==> config.mk <==
export PLATFORM = sky130hd
export DESIGN_NAME = freefall_motion_threshold_debounce
export DESIGN_NICKNAME = d
export VERILOG_FILES = /design/src/verilog/ffmt_pkg.sv /design/src/verilog/ffmt_step_timer.sv /design/src/verilog/freefall_motion_threshold_debounce.sv
export VERILOG_INCLUDE_DIRS = /design/src /design/src/verilog
export SDC_FILE = /design/constraint.sdc
export NUM_CORES = 1
export LEC_CHECK = 0
export CAP_MARGIN = 20
export CORE_UTILIZATION = 40
export DETAILED_ROUTE_END_ITERATION = 10
export DONT_BUFFER_PORTS = 1
export HOLD_SLACK_MARGIN = 0.06
export PLACE_DENSITY = 0.64
export SLEW_MARGIN = 20
export SYNTH_ARGS = -nofsm -noshare
export SYNTH_HDL_FRONTEND = slang
export SYNTH_SLANG_ARGS = --single-unit
==> constraint.sdc <==
create_clock -name clk_i -period 23.4 [get_ports clk_i]
set_clock_uncertainty 0.15 [all_clocks]
set_input_delay 5.85 -clock clk_i [delete_from_list [all_inputs] [get_ports clk_i]]
set_output_delay 5.85 -clock clk_i [all_outputs]
set_load 0.005 [all_outputs]
==> src/verilog/ffmt_cfg.svh <==
// offsets, field positions, reset values and timing for the ffmt block
// assumes a 100 MHz system clock and 8-bit register data
`ifndef FFMT_CFG_SVH
`define FFMT_CFG_SVH

// ********************
// register offsets
// ********************
`define FFMT_ADDR_THS 8'h17
`define FFMT_ADDR_COUNT 8'h18
`define FFMT_ADDR_X_HIGH 8'h73
`define FFMT_ADDR_X_LOW 8'h74
`define FFMT_ADDR_Y_HIGH 8'h75
`define FFMT_ADDR_Y_LOW 8'h76
`define FFMT_ADDR_Z_HIGH 8'h77
`define FFMT_ADDR_Z_LOW 8'h78

// ********************
// fields and resets
// ********************
`define FFMT_CLR_MODE_BIT 7
`define FFMT_ENABLE_BIT 7
`define FFMT_THS_HI_MSB 6
`define FFMT_THS_LO_MSB 5
`define FFMT_RESET_BYTE 8'h00

// ********************
// scaling and timing
// ********************
`define FFMT_MG_PER_G 1000
`define FFMT_COMMON_MG_PER_LSB 63
`define FFMT_COUNTS_PER_G_2G 4096
`define FFMT_CLK_PERIOD_NS 10
`define FFMT_STEP_BASE_NS 1250000
`define FFMT_CAP_NORMAL 16
`define FFMT_CAP_LOW_NOISE 64
`define FFMT_CAP_LP 128
`define FFMT_HIRES_MULT 2

`endif

==> src/verilog/ffmt_pkg.sv <==
// types shared by the ffmt threshold and debounce block
// assumes nothing beyond a sv compiler
package ffmt_pkg;

	// ********************
	// mode encodings
	// ********************
	typedef enum logic [1:0] {
		PM_NORMAL,
		PM_LOW_POWER_LOW_NOISE,
		PM_HIGH_RES,
		PM_LOW_POWER
	} power_mode_e;

	typedef enum logic [2:0] {
		OSR_800,
		OSR_400,
		OSR_200,
		OSR_100,
		OSR_50,
		OSR_12P5,
		OSR_6P25,
		OSR_1P56
	} output_sample_rate_e;

endpackage

==> src/verilog/ffmt_step_timer.sv <==
// debounce time step generator: one-cycle pulse every mult_i base steps
// assumes mult_i is at least one; a shrinking mult_i ends the step early
`timescale 1ns/10ps

module ffmt_step_timer #(
	parameter int BASE_CYCLES = 125000
) (
	// clock and reset
	input wire logic clk_i,
	input wire logic sys_rst_i,
	// control
	input wire logic clear_i,
	input wire logic [7:0] mult_i,
	// step
	output logic step_o
);

	logic [16:0] base_q;
	logic [7:0] mult_q;
	logic base_tick;

	assign base_tick = (base_q == 17'(BASE_CYCLES - 1));

	// ********************
	// base divider
	// ********************
	always_ff @(posedge clk_i or posedge sys_rst_i)
	begin
		if (sys_rst_i)
			base_q <= 17'h0_0000;
		else if (clear_i || base_tick)
			base_q <= 17'h0_0000;
		else
			base_q <= base_q + 17'h0_0001;
	end

	// ********************
	// step multiple
	// ********************
	always_ff @(posedge clk_i or posedge sys_rst_i)
	begin
		if (sys_rst_i)
		begin
			mult_q <= 8'h00;
			step_o <= 1'b0;
		end
		else if (clear_i)
		begin
			mult_q <= 8'h00;
			step_o <= 1'b0;
		end
		else
		begin
			// >= so a smaller multiple never strands the counter
			step_o <= base_tick && (mult_q >= mult_i - 8'h01);
			if (base_tick)
				mult_q <= (mult_q >= mult_i - 8'h01) ? 8'h00 :
					mult_q + 8'h01;
		end
	end

endmodule

==> src/verilog/freefall_motion_threshold_debounce.sv <==
// free-fall / motion threshold compare and debounce with its registers
// assumes one sample_valid_i pulse per output sample, data synchronous
//
// Contract
// - each axis threshold is high bits 6..0 over low bits 5..0.
// - the common threshold is an unsigned 7-bit value used low or high.
// - polarity zero matches when every enabled axis is below threshold.
// - polarity one matches when any enabled axis is above threshold.
// - with per-axis enable each axis uses its own 13-bit threshold.
// - an 8-bit count holds the matching samples needed for an event.
// - the event flag sets when the debounce counter equals the count.
// - the debounce counter saturates at the programmed count.
// - the counter advances once per step set by the sample rate.
// - the step is capped by power mode, at two base steps in high resolution.
// - the clear-mode bit picks how a failing sample affects the count.
// - clear mode one zeroes the counter, zero decrements to zero.
// - the common threshold weighs 63 mg per count at any range.
// - per-axis thresholds are unsigned in output data resolution.
`timescale 1ns/10ps
`include "ffmt_cfg.svh"

module freefall_motion_threshold_debounce #(
	parameter int STEP_BASE_CYCLES = `FFMT_STEP_BASE_NS / `FFMT_CLK_PERIOD_NS
) (
	// clock and reset
	input wire logic clk_i,
	input wire logic sys_rst_i,
	// register port
	input wire logic [7:0] reg_addr_i,
	input wire logic reg_wr_i,
	input wire logic [7:0] reg_wdata_i,
	input wire logic reg_rd_i,
	output logic [7:0] reg_rdata_o,
	// configuration pins
	input wire logic detect_en_i,
	input wire logic polarity_i,
	input wire logic [2:0] axis_en_i,
	input wire logic [1:0] full_scale_i,
	input wire ffmt_pkg::output_sample_rate_e output_sample_rate_i,
	input wire ffmt_pkg::power_mode_e power_mode_i,
	// samples
	input wire logic sample_valid_i,
	input wire logic [13:0] x_data_i,
	input wire logic [13:0] y_data_i,
	input wire logic [13:0] z_data_i,
	// status
	output logic sample_match_o,
	output logic [7:0] debounce_count_o,
	output logic event_flag_o
);

	logic [7:0] ths_q;
	logic [7:0] count_q;
	logic [7:0] x_hi_q, x_lo_q, y_hi_q, y_lo_q, z_hi_q, z_lo_q;
	logic [12:0] x_thr, y_thr, z_thr;
	logic [2:0] below, above;
	logic per_axis, clr_mode, cfg_clear, step;
	logic [7:0] cnt_d;
	logic [7:0] step_mult;

	// ********************
	// helpers
	// ********************
	function automatic logic [13:0] abs14(input logic [13:0] v);
		abs14 = v[13] ? 14'(~v + 14'h0001) : v;
	endfunction

	// returns {below, above}; common threshold compared in milli-g terms
	function automatic logic [1:0] axis_cmp(input logic [13:0] a,
		input logic [12:0] thr, input logic use_axis,
		input logic [6:0] cth, input logic [1:0] fs);
		logic [26:0] lhs;
		logic [26:0] rhs;
		logic [1:0] fsh;
		fsh = (fs == 2'h3) ? 2'h2 : fs;
		if (use_axis)
		begin
			lhs = 27'(a);
			rhs = 27'(thr);
		end
		else
		begin
			lhs = 27'(a) * 27'(`FFMT_MG_PER_G);
			rhs = 27'(cth) * 27'(`FFMT_COMMON_MG_PER_LSB) *
				27'(`FFMT_COUNTS_PER_G_2G >> fsh);
		end
		axis_cmp = {lhs < rhs, lhs > rhs};
	endfunction

	function automatic logic [7:0] min8(input logic [7:0] a,
		input logic [7:0] b);
		min8 = (a < b) ? a : b;
	endfunction

	// ********************
	// threshold selection
	// ********************
	assign x_thr = {x_hi_q[`FFMT_THS_HI_MSB:0],
		x_lo_q[`FFMT_THS_LO_MSB:0]};
	assign y_thr = {y_hi_q[`FFMT_THS_HI_MSB:0],
		y_lo_q[`FFMT_THS_LO_MSB:0]};
	assign z_thr = {z_hi_q[`FFMT_THS_HI_MSB:0],
		z_lo_q[`FFMT_THS_LO_MSB:0]};
	assign per_axis = x_hi_q[`FFMT_ENABLE_BIT];
	assign clr_mode = ths_q[`FFMT_CLR_MODE_BIT];

	// common path scales 63 mg counts against data resolution
	assign {below[0], above[0]} = axis_cmp(abs14(x_data_i), x_thr, per_axis,
		ths_q[6:0], full_scale_i);
	assign {below[1], above[1]} = axis_cmp(abs14(y_data_i), y_thr, per_axis,
		ths_q[6:0], full_scale_i);
	assign {below[2], above[2]} = axis_cmp(abs14(z_data_i), z_thr, per_axis,
		ths_q[6:0], full_scale_i);

	// ********************
	// register file
	// ********************
	assign cfg_clear = !detect_en_i || reg_wr_i;

	always_ff @(posedge clk_i or posedge sys_rst_i)
	begin
		if (sys_rst_i)
		begin
			ths_q <= `FFMT_RESET_BYTE;
			count_q <= `FFMT_RESET_BYTE;
			x_hi_q <= `FFMT_RESET_BYTE;
			x_lo_q <= `FFMT_RESET_BYTE;
			y_hi_q <= `FFMT_RESET_BYTE;
			y_lo_q <= `FFMT_RESET_BYTE;
			z_hi_q <= `FFMT_RESET_BYTE;
			z_lo_q <= `FFMT_RESET_BYTE;
		end
		else if (reg_wr_i)
		begin
			if (reg_addr_i == `FFMT_ADDR_THS)
				ths_q <= reg_wdata_i;
			else if (reg_addr_i == `FFMT_ADDR_COUNT)
				count_q <= reg_wdata_i;
			else if (reg_addr_i == `FFMT_ADDR_X_HIGH)
				x_hi_q <= reg_wdata_i;
			else if (reg_addr_i == `FFMT_ADDR_X_LOW)
				x_lo_q <= {2'h0, reg_wdata_i[5:0]};
			else if (reg_addr_i == `FFMT_ADDR_Y_HIGH)
				y_hi_q <= reg_wdata_i;
			else if (reg_addr_i == `FFMT_ADDR_Y_LOW)
				y_lo_q <= {2'h0, reg_wdata_i[5:0]};
			else if (reg_addr_i == `FFMT_ADDR_Z_HIGH)
				z_hi_q <= {1'b0, reg_wdata_i[6:0]};
			else if (reg_addr_i == `FFMT_ADDR_Z_LOW)
				z_lo_q <= {2'h0, reg_wdata_i[5:0]};
		end
	end

	// unmapped addresses read zero
	always_ff @(posedge clk_i or posedge sys_rst_i)
	begin
		if (sys_rst_i)
			reg_rdata_o <= 8'h00;
		else if (reg_rd_i)
		begin
			if (reg_addr_i == `FFMT_ADDR_THS)
				reg_rdata_o <= ths_q;
			else if (reg_addr_i == `FFMT_ADDR_COUNT)
				reg_rdata_o <= count_q;
			else if (reg_addr_i == `FFMT_ADDR_X_HIGH)
				reg_rdata_o <= x_hi_q;
			else if (reg_addr_i == `FFMT_ADDR_X_LOW)
				reg_rdata_o <= x_lo_q;
			else if (reg_addr_i == `FFMT_ADDR_Y_HIGH)
				reg_rdata_o <= y_hi_q;
			else if (reg_addr_i == `FFMT_ADDR_Y_LOW)
				reg_rdata_o <= y_lo_q;
			else if (reg_addr_i == `FFMT_ADDR_Z_HIGH)
				reg_rdata_o <= z_hi_q;
			else if (reg_addr_i == `FFMT_ADDR_Z_LOW)
				reg_rdata_o <= z_lo_q;
			else
				reg_rdata_o <= 8'h00;
		end
	end

	// ********************
	// sample match
	// ********************
	// no enabled axis never matches, in either polarity
	always_ff @(posedge clk_i or posedge sys_rst_i)
	begin
		if (sys_rst_i)
			sample_match_o <= 1'b0;
		else if (cfg_clear)
			sample_match_o <= 1'b0;
		else if (sample_valid_i)
		begin
			if (polarity_i)
				sample_match_o <= |(above & axis_en_i);
			else
				sample_match_o <= (axis_en_i != 3'h0) &&
					((below & axis_en_i) == axis_en_i);
		end
	end

	// ********************
	// debounce step
	// ********************
	// natural sample period in 1.25 ms units, then the power mode cap
	always_comb
	begin
		step_mult = 8'h01 << output_sample_rate_i;
		if (output_sample_rate_i >= ffmt_pkg::OSR_12P5)
			step_mult = 8'h40 << (output_sample_rate_i - ffmt_pkg::OSR_12P5);
		if (output_sample_rate_i == ffmt_pkg::OSR_1P56)
			step_mult = 8'h80; // every mode caps before 512
		case (power_mode_i)
			ffmt_pkg::PM_NORMAL:
				step_mult = min8(step_mult, 8'(`FFMT_CAP_NORMAL));
			ffmt_pkg::PM_LOW_POWER_LOW_NOISE:
				step_mult = min8(step_mult, 8'(`FFMT_CAP_LOW_NOISE));
			ffmt_pkg::PM_HIGH_RES:
				step_mult = min8(step_mult, 8'(`FFMT_HIRES_MULT));
			default:
				step_mult = min8(step_mult, 8'(`FFMT_CAP_LP));
		endcase
	end

	ffmt_step_timer #(
		.BASE_CYCLES(STEP_BASE_CYCLES)
	) u_step (
		.clk_i(clk_i),
		.sys_rst_i(sys_rst_i),
		.clear_i(cfg_clear),
		.mult_i(step_mult),
		.step_o(step)
	);

	// ********************
	// debounce counter
	// ********************
	always_comb
	begin
		cnt_d = debounce_count_o;
		if (sample_match_o)
		begin
			if (debounce_count_o < count_q)
				cnt_d = debounce_count_o + 8'h01;
		end
		else if (clr_mode)
			cnt_d = 8'h00;
		else if (debounce_count_o != 8'h00)
			cnt_d = debounce_count_o - 8'h01;
	end

	always_ff @(posedge clk_i or posedge sys_rst_i)
	begin
		if (sys_rst_i)
			debounce_count_o <= 8'h00;
		else if (cfg_clear)
			debounce_count_o <= 8'h00;
		else if (step)
			debounce_count_o <= cnt_d;
	end

	always_ff @(posedge clk_i or posedge sys_rst_i)
	begin
		if (sys_rst_i)
			event_flag_o <= 1'b0;
		else if (cfg_clear)
			event_flag_o <= 1'b0;
		else if (step)
			event_flag_o <= sample_match_o && (cnt_d == count_q);
	end
endmodule

Yosys cells after proc, flatten, opt, wreduce, memory -nomap -nowiden
Cells that the tools add are included.
Storage, ports and cells
  register bits: 101
  input bits: 75
  output and inout bits: 18
  word-level logic and storage cells: 134
Operators by class
  add/subtract/negate cells: 9
  multiply operators: 5
  order comparisons: 13
  equal/unequal tests: 15
  shifts and indexed selects: 3
  mux-type cells: 41
  bitwise gates (word level): 12
  reduce and logical (&&, ||, !) cells: 21
Operator list (number)
  2-to-1 mux 8 bit: 20
  > comparator 27 bit: 3
  less-than comparator 27 bit: 3
  2-to-1 mux 27 bit: 3
  2-to-1 mux 24 bit: 3
  multiplier 14 x 7 -> 21 bit, second input constant: 3
  equality test 8 x 7 -> 1 bit, second input constant: 6
  adder 14 x 1 -> 14 bit, second input constant: 3
  2-to-1 mux 14 bit: 3
  inverter 14 bit: 3
  multiplier 13 x 27 -> 27 bit: 1
  >> shifter 13 x 2 -> 27 bit, first input constant: 1
  one-hot mux 8 bit (3 select lines): 1
  adder 17 x 1 -> 17 bit, second input constant: 1
  equality test 17 bit, second input constant: 1
  2-to-1 mux 17 bit: 1
  adder 8 x 1 -> 8 bit, second input constant: 2
  equality test 8 x 5 -> 1 bit, second input constant: 2
  subtractor 8 x 1 -> 8 bit, second input constant: 2
  2-to-1 mux 7 bit: 2
  multiplier 7 x 6 -> 13 bit, second input constant: 1
  AND reduction 9 bit: 1
  equality test 8 bit: 1
  greater-or-equal comparator 8 bit: 1
  other kinds (33): 51

Depth between registers and ports, before layout
Gate-level depths: netlist of run 1.
  word-level depth: 12
  depth in mapped cells: 38
  depth with buffers taken out: 38

Cells and area by module
Synthesis of run 1 repeated with hierarchy kept, for this count alone.
Unflattened totals
  cells, all modules: 2087
  area, all modules: 18684.2 µm²
By module, submodules not included
  freefall_motion_threshold_debounce: times used 1, cells each 1913, area each 17028.8 µm², seq. area each 1876.8 µm²
  ffmt_step_timer: times used 1, cells each 174, area each 1655.3 µm², seq. area each 650.6 µm²

Worst setup path before layout of run 1
OpenSTA, ideal clock, no wires.
  path type: input port to flip-flop
  from: in y_data_i[5]
  to: reg sample_match_o
  setup time: 0.125 ns
  arrival time: 12.375 ns
  data required time: 23.125 ns
  path slack: 10.750 ns
  stages on the path: 24
  path buffers: 0
  path through: or4_1 -> or4_1 -> o31ai_2 -> xor2_1 -> inv_1 -> ha_1 -> fa_1 -> fa_1 -> fa_1 -> ha_1 -> nand2_1 -> a2111oi_0 -> o41ai_1 -> a21oi_1 -> xnor2_1 -> nor2_1 -> ha_1 -> nand2_1 -> nor4_1 -> o2111ai_1 -> o211ai_1 -> and4b_1 -> o21ai_0 -> o21ai_1
Between the ends
  word-level cells in the longest chain between the ends: 12
  elaborated cells on any way between the ends: 15
  those cells by class: add/sub (1); mul (1); order compare (2); eq/ne (1); mux (5); bitwise (3); reduce/logical (2)
Ends and longest elaborated chain
  start, declared: line freefall_motion_threshold_debounce.sv:44  | input wire logic [13:0] y_data_i,
  inverter 14 bit: line freefall_motion_threshold_debounce.sv:65  | abs14 = v[13] ? 14'(~v + 14'h0001) : v;
  adder 14 x 1 -> 14 bit: line freefall_motion_threshold_debounce.sv:65
  2-to-1 mux 14 bit *: line freefall_motion_threshold_debounce.sv:65
  multiplier 14 x 7 -> 21 bit: line freefall_motion_threshold_debounce.sv:83  | lhs = 27'(a) * 27'(`FFMT_MG_PER_G);
  2-to-1 mux 24 bit *: line freefall_motion_threshold_debounce.sv:76  | if (use_axis)
  less-than comparator 27 bit: line freefall_motion_threshold_debounce.sv:87  | axis_cmp = {lhs < rhs, lhs > rhs};
  AND 3 bit: line freefall_motion_threshold_debounce.sv:198  | ((below & axis_en_i) == axis_en_i);
  equality test 3 bit: line freefall_motion_threshold_debounce.sv:198
  logical AND 1 bit: line freefall_motion_threshold_debounce.sv:197  | sample_match_o <= (axis_en_i != 3'h0) &&
  2-to-1 mux 1 bit *: line freefall_motion_threshold_debounce.sv:194  | if (polarity_i)
  2-to-1 mux 1 bit *: line freefall_motion_threshold_debounce.sv:192  | else if (sample_valid_i)
  2-to-1 mux 1 bit *: line freefall_motion_threshold_debounce.sv:190  | else if (cfg_clear)
  end signal, assigned: line freefall_motion_threshold_debounce.sv:195  | sample_match_o <= |(above & axis_en_i);
  end signal, assigned: line freefall_motion_threshold_debounce.sv:197
  end, declared: line freefall_motion_threshold_debounce.sv:47  | output logic sample_match_o,
Every way passes the cells marked *; elsewhere a longest branch is shown, timed or not. The select of a mux whose other input is x is not followed.
A chain may end at the register's enable or synchronous reset.

Final worst setup path of run 1
Ends and elaborated chain as after synthesis.

==> results of run 1 <==
[metal layers]
| layer | track usage | wire length [µm] | vias up |
|---|---|---|---|
| met3 | 0.0297 | 2710 | 52 |
| li1 | - | - | 7168 |
| met2 | 0.327 | 21000 | 339 |
| met1 | 0.266 | 20300 | 7210 |
| met4 | 0.0469 | 859 | 2 |
| met5 | 0 | 8 | - |
[report_power, final]
part / leakage [nW] / switching, mW / internal (mW)
combinational: 8.11 / 1.01 / 0.778
clock: 0.139 / 0.0733 / 0.0738
sequential: 1.38 / 0.0137 / 0.181
total: 9.63 / 1.10 / 1.03
[critical path, stage by stage]
cell and delay (ns):
or4_1 0.54, or4_1 0.54, o31ai_2 0.23, xor2_1 0.49, inv_1 0.26, ha_1 0.37, fa_1 0.47, fa_1 0.54
fa_1 0.42, ha_1 0.39, nand2_1 0.10, a2111oi_0 0.74, o41ai_1 0.20, a21oi_1 0.23, xnor2_1 0.14, nor2_1 0.06
ha_1 0.30, nand2_1 0.10, nor4_1 0.45, o2111ai_1 0.18, o211ai_1 0.22, and4b_1 0.22, o21ai_0 0.15, o21ai_1 0.09
[registers in the layout, indices dropped and copies added, names as in the netlist]
| signal | cells |
|---|---|
| x_lo_q | 6 |
| event_flag_o | 1 |
| x_hi_q | 8 |
| sample_match_o | 1 |
| u_step.step_o | 1 |
| u_step.mult_q | 8 |
| y_hi_q | 8 |
| reg_rdata_o | 8 |
| z_lo_q | 6 |
| u_step.base_q | 17 |
| z_hi_q | 7 |
| y_lo_q | 6 |
| ths_q | 8 |
| count_q | 8 |
| debounce_count_o | 8 |
[cells in the final DEF, fill, tap and decap left out, drive strengths merged, types with 6 or more instances in the layout]
| cell | count |
|---|---|
| ha | 326 |
| inv | 264 |
| nand2 | 183 |
| fa | 177 |
| nor2 | 162 |
| a21oi | 136 |
| dfrtp | 101 |
| o21ai | 86 |
| xor2 | 66 |
| mux2 | 56 |
| xnor2 | 52 |
| nand3 | 43 |
| nor3 | 41 |
| nand2b | 26 |
| and2 | 22 |
| a31oi | 22 |
| a21o | 21 |
| nor2b | 20 |
| a211oi | 16 |
| and3 | 15 |
| nand4 | 15 |
| o21a | 15 |
| o211ai | 15 |
| or3 | 14 |
| conb | 13 |
| o31ai | 13 |
| or2 | 12 |
| nor4 | 11 |
| mux2i | 10 |
| clkbuf | 9 |
| o22ai | 8 |
| o41ai | 7 |
| a222oi | 7 |
| a22oi | 6 |
| nor4b | 6 |
[kinds of logic after synthesis]
group,count (synthesis)
xor gates and xnor gates,118
DFF,101
muxes,66
buffers and inverters,304
and+or+nand+nor,586
other,2
AOI/OAI and AO/OA,407
adders and majority gates,503
[final cells by class]
type	count	area share
Clock buffer	9	0.0115
Clock inverter	7	0.00282
Inverter	260	0.0501
Multi-Input combinational cell	1693	0.765
Sequential cell	101	0.130
Tap cell	600	0.0385
Timing Repair Buffer	5	0.00192
[how the worst min path moves through the flow]
stage	start	to	slack, ns	depth (start not counted)
after global placement	u_step.base_q[0]$_DFF_PP0_	u_step.base_q[0]$_DFF_PP0_	0.30	1
final	u_step.base_q[0]$_DFF_PP0_	u_step.base_q[0]$_DFF_PP0_	0.31	1
after CTS	u_step.base_q[0]$_DFF_PP0_	u_step.base_q[0]$_DFF_PP0_	0.31	1
after detailed placement	u_step.base_q[0]$_DFF_PP0_	u_step.base_q[0]$_DFF_PP0_	0.30	1
after floorplan	u_step.base_q[0]$_DFF_PP0_	u_step.base_q[0]$_DFF_PP0_	0.28	1
after global routing	u_step.base_q[0]$_DFF_PP0_	u_step.base_q[0]$_DFF_PP0_	0.34	1
==> flow_metrics.tcl, run 1 <==
set metrics [dict create \
    clk_latency_ns 0.36 \
    crit_end "sample_match_o$_DFFE_PP0P_" \
    yosysSeqAreaShare 0.136 \
    grt_pass1_vias 15110 \
    cts_sinks 101 \
    synth_area_leaders "ha_1 (22%), fa_1 (19%), dfrtp_1 (14%)" \
    layout_setup_ws_ns 10.21 \
    filler_cell_count 4487 \
    rr_startpoint "ths_q[5]$_DFFE_PP0P_" \
    layout_worst_path_cycle_share 0.564 \
    final_cells 2675 \
    cp-end-kind "register" \
    antenna-diode-count 0 \
    whs_ns 0.310 \
    ys_top_cells_by_count "ha_1 (326), inv_1 (259), nand2_1 (182)" \
    ys_types 92 \
    coreArea_um2 45600 \
    vias 14771 \
    required_ns 23.49 \
    multi_input_comb_area_um2 14900 \
    h-tree-depth 3 \
    crit_fanout 6 \
    ant_nets 0 \
    root_buffer "clkbuf_16" \
    cts_resized 0 \
    portBuffers 0 \
    r2r_slack_ns 13.51 \
    slew_violations 0 \
    dr.pass1.iters 8 \
    grt_overflow 0 \
    gp_congestion 0.946 \
    fp.dieH_um 217 \
    synth_top_family_by_area "adder cells" \
    synthAdderAreaFrac 0.411 \
    finalSetupTns_ns 0 \
    hold_viol_final 0 \
    power_mw 2.13 \
    die_area_um2 47300 \
    synth_enable_flop_cells 0 \
    yosysTopAreaCell "ha_1" \
    placed_area_um2 19200 \
    p_leak_nw 9.63 \
    dpl.hpwl_um 38000 \
    grt_pass1_wl_um 75600 \
    regArea_um2 2530 \
    start_util 0.407 \
    yosysTopAreaCellShare 0.220 \
    post-route-util 0.428 \
    drc 0 \
    drive_gt1_frac 0.0414 \
    worstSetupStartpointType "input pin" \
    die_x_um 217 \
    slew_headroom 0.404 \
    synth_top_flop_cell "dfrtp_1" \
    critPathLaunch "y_data_i[5]" \
    dp_slack_ns 9.94 \
    fmax_ghz 0.0758 \
    crit_type "input pin to register" \
    clk_pin_slew_ns 0.08 \
    syn_area_per_cell_um2 8.89 \
    async_reset_ff_frac 1.00 \
    fin_area_um2 19500 \
    maxCapViolations 0 \
    setup_viol 0 \
    yosys-mux-area-fraction 0.0394 \
    yosysWarningCount 0 \
    grt_max_degree 76 \
    synth-seq-cells 101 \
    grt_use_total 0.196 \
    outcome "complete, no violations" \
    hold_path_class "register to register" \
    timing.rr.end "sample_match_o$_DFFE_PP0P_" \
    drt-initial-drc-count 927 \
    synthToLayoutAreaGrowth_pct 5.12 \
    worstMarginPinSlew_ns 0.892 \
    yosysMostFrequentCell "ha_1" \
    fin_crit_ns 13.19 \
    wirelength_um 44900 \
    num_io_pins 93 \
    synthSimpleGateAreaFrac 0.153 \
    synthesis.area_um2 18600 \
    rsz0062_at_grt "no" \
    synth_compound_area_frac 0.142 \
    netlist_instances 2087 \
    ir_drop_v 0.0000781 \
    routed_via_density 5.52 \
    cts_setup_buffers 0 \
    clockBufferDepth 2 \
    synthXorXnorAreaFrac 0.0557 \
    antenna_found_initial 1 \
    place_inst 2659 \
    holdBufCountCts 0 \
    nets 2648 \
    wl_per_cell_um 16.8 \
    cts_tree "done" \
    power_density_nw_per_um2 109 \
    row_count 78 \
    worst_ep_arrival_time_ns 13.28 \
    numCtsBuffers 9 \
    reg2reg_depth 37 \
]
Power figures use the tool's default switching activity.
==> inputs of run 2 (changes only) <==
- clock period: 23.4 -> 12.6 ns (I/O delays scaled with it)
==> run 2 against run 1 <==
Against the previous run:
- worst hold slack got worse by 0.0012 ns
- register-to-register slack got worse by 11 ns
- utilization increased by 0.055 points
- first-iteration DRC count decreased by 10%
- critical path depth unchanged
- setup slack got worse by 8.1 ns
- largest cell class unchanged
==> flow_metrics.tcl, run 2 (synthesized netlist as in run 1, its figures left out) <==
set metrics [dict create \
    slew_violations 0 \
    ant_nets 0 \
    finalSetupTns_ns 0 \
    clockBufferDepth 2 \
    final_cells 2675 \
    worstMarginPinSlew_ns 0.851 \
    worst_ep_arrival_time_ns 10.62 \
    grt_pass1_vias 14979 \
    grt_use_total 0.194 \
    slew_headroom 0.418 \
    fmax_ghz 0.0950 \
    power_density_nw_per_um2 203 \
    grt_pass1_wl_um 74700 \
    hold_path_class "register to register" \
    grt_max_degree 76 \
    num_io_pins 93 \
    largest_register_ff_count 17 \
    hold_viol_final 0 \
    rsz0062_at_grt "no" \
    grt_overflow 0 \
    power_mw 3.98 \
    synthToLayoutAreaGrowth_pct 5.25 \
    start_util 0.407 \
    dpl.hpwl_um 37900 \
    die_area_um2 47300 \
    cts_resized 0 \
    row_count 78 \
    dr.pass1.iters 6 \
    die_x_um 217 \
    crit_type "input pin to register" \
    worstSetupStartpointType "input pin" \
    gp_congestion 0.943 \
    numCtsBuffers 9 \
    fin_crit_ns 10.53 \
    clk_latency_ns 0.35 \
    place_inst 2659 \
    cts_sinks 101 \
    maxCapViolations 0 \
    layout_common_cells "ha_1 (326), inv_1 (258), nand2_1 (182)" \
    fp.dieH_um 217 \
    coreArea_um2 45600 \
    setup_viol 0 \
    cts_setup_buffers 0 \
    wirelength_um 44900 \
    clk_pin_slew_ns 0.08 \
    holdBufCountCts 0 \
    outcome "complete, no violations" \
    drive_gt1_frac 0.0414 \
    wl_per_cell_um 16.8 \
    final_common_cell "ha_1" \
    filler_cell_count 4477 \
    max_flop_register "u_step.base_q" \
    crit_fanout 6 \
    cp-end-kind "register" \
    h-tree-depth 3 \
    drt-initial-drc-count 834 \
    portBuffers 0 \
    required_ns 12.69 \
    ir_drop_v 0.000148 \
    drc 0 \
    vias 14766 \
    antenna-diode-count 0 \
    nets 2648 \
    routed_via_density 5.52 \
    cts_tree "done" \
    root_buffer "clkbuf_16" \
    p_leak_nw 9.64 \
    antenna_found_initial 0 \
    layout_worst_path_cycle_share 0.835 \
]
-- run 2: changes by cell type in the layout (fill, tap and decap cells not counted), sizes merged --
cell | before | now
inv | 264 | 263
bufinv | 0 | 1
-- run 2: cell type report --
cell class              count  area (µm²)  area share
repair buffers              5        37.5     0.00192
well taps                 600         751      0.0384
flip-flops and latches    101        2530       0.130
multi-input cells        1693       14900       0.764
clock inverters             7        80.1     0.00410
clock buffers               9         225      0.0115
inverters                 260         978      0.0501
-- run 2: path summary, 6_finish.rpt --
path | startpoint | endpoint | slack [ns] | depth (start not counted)
setup / recovery | y_data_i[5] | sample_match_o$_DFFE_PP0P_ | 2.07 | 24
hold / removal | u_step.base_q[0]$_DFF_PP0_ | u_step.base_q[0]$_DFF_PP0_ | 0.31 | 1
setup reg to reg | ths_q[5]$_DFFE_PP0P_ | sample_match_o$_DFFE_PP0P_ | 2.72 | 37
hold reg to reg | u_step.base_q[0]$_DFF_PP0_ | u_step.base_q[0]$_DFF_PP0_ | 0.31 | 1
max in group asynchronous | sys_rst_i | x_hi_q[7]$_DFFE_PP0P_ | 8.50 | 2
min in group asynchronous | sys_rst_i | reg_rdata_o[5]$_DFFE_PP0P_ | 2.57 | 1
-- run 2: metrics by stage --
step	util	cell area (µm²)	hold WS (ns)	worst slack, ns
finish	0.429	19500	0.309	2.07
global placement	0.422	19200	0.297	2.02
detailed placement	0.422	19200	0.304	1.75
CTS	0.428	19500	0.314	2.10
floorplan	-	18600	0.283	2.65
global route	0.429	19500	0.342	1.51
-- run 2: critical path, cell delays in order --
cell and delay [ns]:
or4_1 0.55, or4_1 0.55, o31ai_2 0.22, xor2_1 0.50
inv_1 0.25, ha_1 0.37, fa_1 0.47, fa_1 0.54
fa_1 0.42, ha_1 0.39, nand2_1 0.10, a2111oi_0 0.74
o41ai_1 0.20, a21oi_1 0.21, xnor2_1 0.13, nor2_1 0.06
ha_1 0.30, nand2_1 0.09, nor4_1 0.45, o2111ai_1 0.18
o211ai_1 0.27, and4b_1 0.25, o21ai_0 0.16, o21ai_1 0.08
-- run 2: where the power goes --
group | total [mW] | internal (mW) | switching, mW
registers | 0.361 | 0.336 | 0.0249
logic | 3.32 | 1.45 | 1.88
clock network | 0.292 | 0.157 | 0.135
-- run 2: per-layer routing --
layer / routed length [µm] / vias up / global-route usage
met4: 786 / 0 / 0.0404
met2: 21100 / 330 / 0.327
met3: 2390 / 40 / 0.0286
met1: 20500 / 7229 / 0.262
met5: 0 / - / 0
li1: - / 7167 / -
==> inputs of run 3 (changes only) <==
- ABC_AREA: default -> 1
- clock period: 12.6 -> 10.45 ns (I/O delays scaled with it)
==> run 3 against run 2 <==
Against the previous run:
- first-iteration DRC count rose by 17%
- critical endpoint unchanged
- setup slack got worse by 0.59 ns
- largest power group unchanged
- global-route usage rose by 1.2 points
- synthesized cell count rose by 17%
==> flow_metrics.tcl, run 3 <==
set metrics [dict create \
    outcome "complete, no violations" \
    synth_top_family_by_area "adder cells" \
    power.share.sequential 0.066 \
    cp_common_cell "inv_1" \
    grt_pass1_vias 16339 \
    fmax_ghz 0.112 \
    wl_per_cell_um 15.3 \
    r2r_slack_ns 1.51 \
    grt_pass1_wl_um 79800 \
    synth_top_flop_cell "dfrtp_1" \
    ir_drop_v 0.000198 \
    hold_path_class "register to register" \
    synth_enable_flop_cells 0 \
    p_int_mw 2.87 \
    crit_fanout 7 \
    synth-seq-cells 101 \
    cts_tree "done" \
    drive_gt1_frac 0.0351 \
    cp-end-kind "register" \
    yosysMostFrequentCell "nand2_1" \
    worstSetupStartpointType "input pin" \
    clk_latency_ns 0.35 \
    gp_congestion 0.912 \
    wirelength_um 46700 \
    synthAdderAreaFrac 0.408 \
    yosysSeqAreaShare 0.135 \
    yosys-mux-area-fraction 0 \
    synthToLayoutAreaGrowth_pct 5.90 \
    clk_pin_slew_ns 0.07 \
    synth_compound_area_frac 0.121 \
    slew_headroom 0.360 \
    dpl.hpwl_um 39800 \
    synthesis.area_um2 18700 \
    coreArea_um2 45800 \
    num_io_pins 93 \
    required_ns 10.53 \
    die_area_um2 47600 \
    drt-initial-drc-count 975 \
    grt_max_degree 86 \
    switchingPower_mw 3.57 \
    finalSetupTns_ns 0 \
    yosysTopAreaCell "ha_1" \
    vias 15735 \
    fin_area_um2 19800 \
    antenna-diode-count 0 \
    dr.pass1.iters 5 \
    p_sw_frac 0.554 \
    pwr-share-clk 0.057 \
    maxCapViolations 0 \
    grt_use_total 0.205 \
    ys_types 53 \
    path_buf_inv 5 \
    netlist_instances 2444 \
    holdBufCountCts 0 \
    grt_overflow 0 \
    nets 3023 \
    filler_cell_count 4602 \
    row_count 78 \
    hold_viol_final 0 \
    layout_common_cells "nand2_1 (506), inv_1 (433), ha_1 (326)" \
    cts_sinks 101 \
    regArea_um2 2530 \
    p_leak_nw 10.4 \
    placed_area_um2 19500 \
    drc 0 \
    rsz0062_at_grt "no" \
    place_inst 3034 \
    crit_type "input pin to register" \
    multi_input_comb_area_um2 14400 \
    max_stage_delay_ns 0.68 \
    root_buffer "clkbuf_16" \
    synthSimpleGateAreaFrac 0.197 \
    slew_violations 0 \
    worstMarginPinSlew_ns 0.950 \
    final_cells 3049 \
    fp.dieH_um 218 \
    yosysWarningCount 0 \
    antenna_found_initial 1 \
    routed_via_density 5.16 \
    layout_worst_path_cycle_share 0.858 \
    numCtsBuffers 9 \
    final_common_cell "nand2_1" \
    cts_resized 0 \
    syn_area_per_cell_um2 7.65 \
    async_reset_ff_frac 1.00 \
    post-route-util 0.432 \
    synthXorXnorAreaFrac 0.0426 \
    die_x_um 218 \
    start_util 0.408 \
    cts_setup_buffers 0 \
    setup_viol 0 \
    worst_ep_arrival_time_ns 9.05 \
    power_density_nw_per_um2 325 \
    max_flop_register "u_step.base_q" \
    portBuffers 0 \
    largest_register_ff_count 17 \
    p_comb_frac 0.877 \
    timing.critical_path.max_delay_family "adder cells" \
    fin_crit_ns 8.97 \
    synth_area_leaders "ha_1 (22%), fa_1 (19%), dfrtp_1 (14%)" \
    h-tree-depth 3 \
    yosysTopAreaCellShare 0.218 \
    ys_top_cells_by_count "nand2_1 (506), inv_1 (435), ha_1 (326)" \
    ant_nets 0 \
    clockBufferDepth 2 \
    slowest_stage "xor2_1" \
]
-- run 3: cell count changes after synthesis, sizes merged, moves of 14 or more --
cell,before,now
and2,22,2
and3,15,1
inv,260,445
mux2,56,0
nand2,183,511
nand2b,26,0
nand3,43,100
nor2b,20,0
o21ai,86,176
or3,14,0
xnor2,52,23
-- run 3: power by group through the flow --
stage,sequential (mW),combinational [mW],clock [mW]
4_1_cts,0.423,5.62,0.377
3_3_place_gp,0.431,5.42,0
6_report,0.424,5.64,0.370
3_5_place_dp,0.431,5.58,0
2_1_floorplan,0.421,4.37,0
5_1_grt,0.426,6.59,0.392
-- run 3: layer usage --
layer	track usage	part of all wire	up-vias
li1	-	-	7908
met1	0.272	0.46	7454
met2	0.353	0.47	322
met3	0.0284	0.049	49
met4	0.0464	0.019	2
met5	0	0.00028	-
-- run 3: path summary, 6_finish.rpt --
path / cells after the start / to / start
min in group asynchronous: 1 / debounce_count_o[2]$_DFFE_PP0P_ / sys_rst_i
worst max register to register: 41 / sample_match_o$_DFFE_PP0P_ / ths_q[5]$_DFFE_PP0P_
max in group asynchronous: 2 / x_hi_q[7]$_DFFE_PP0P_ / sys_rst_i
worst max-delay path: 31 / sample_match_o$_DFFE_PP0P_ / z_data_i[0]
worst min-delay path: 1 / u_step.base_q[0]$_DFF_PP0_ / u_step.base_q[0]$_DFF_PP0_
worst min register to register: 1 / u_step.base_q[0]$_DFF_PP0_ / u_step.base_q[0]$_DFF_PP0_
-- run 3: layout make-up --
class | instances | area share
Inverter | 445 | 0.0845
Tap cell | 600 | 0.0379
Timing Repair Buffer | 13 | 0.00493
Clock buffer | 10 | 0.0121
Clock inverter | 5 | 0.00424
Multi-Input combinational cell | 1875 | 0.729
Sequential cell | 101 | 0.128
-- run 3: worst reg2reg max path, delay by kind of cell (launching register included) --
family	cells	cell delay, ns
adders and majority gates	11	4.86
xor gates and xnor gates	1	0.29
DFF	1	0.49
and+or+nand+nor	16	1.56
buffers and inverters	6	0.43
AOI/OAI and AO/OA	7	1.03
-- run 3: through the flow --
stage	worst slack (ns)	power (mW)	hold slack [ns]
CTS	1.39	6.42	0.343
finish	1.48	6.43	0.348
floorplan	1.89	4.79	0.302
detailed placement	1.02	6.01	0.333
global placement	1.10	5.85	0.317
global route	0.751	7.40	0.359
-- run 3: kinds of logic (layout without fill, tap and decap cells) --
group | count (synthesis) | after routing
flip-flops | 101 | 101
adder cells (fa/ha/maj) | 503 | 503
other | 2 | 13
buffers and inverters | 479 | 473
AND/OR/NAND/NOR | 858 | 858
AO/OA/AOI/OAI | 410 | 410
XOR/XNOR | 91 | 91
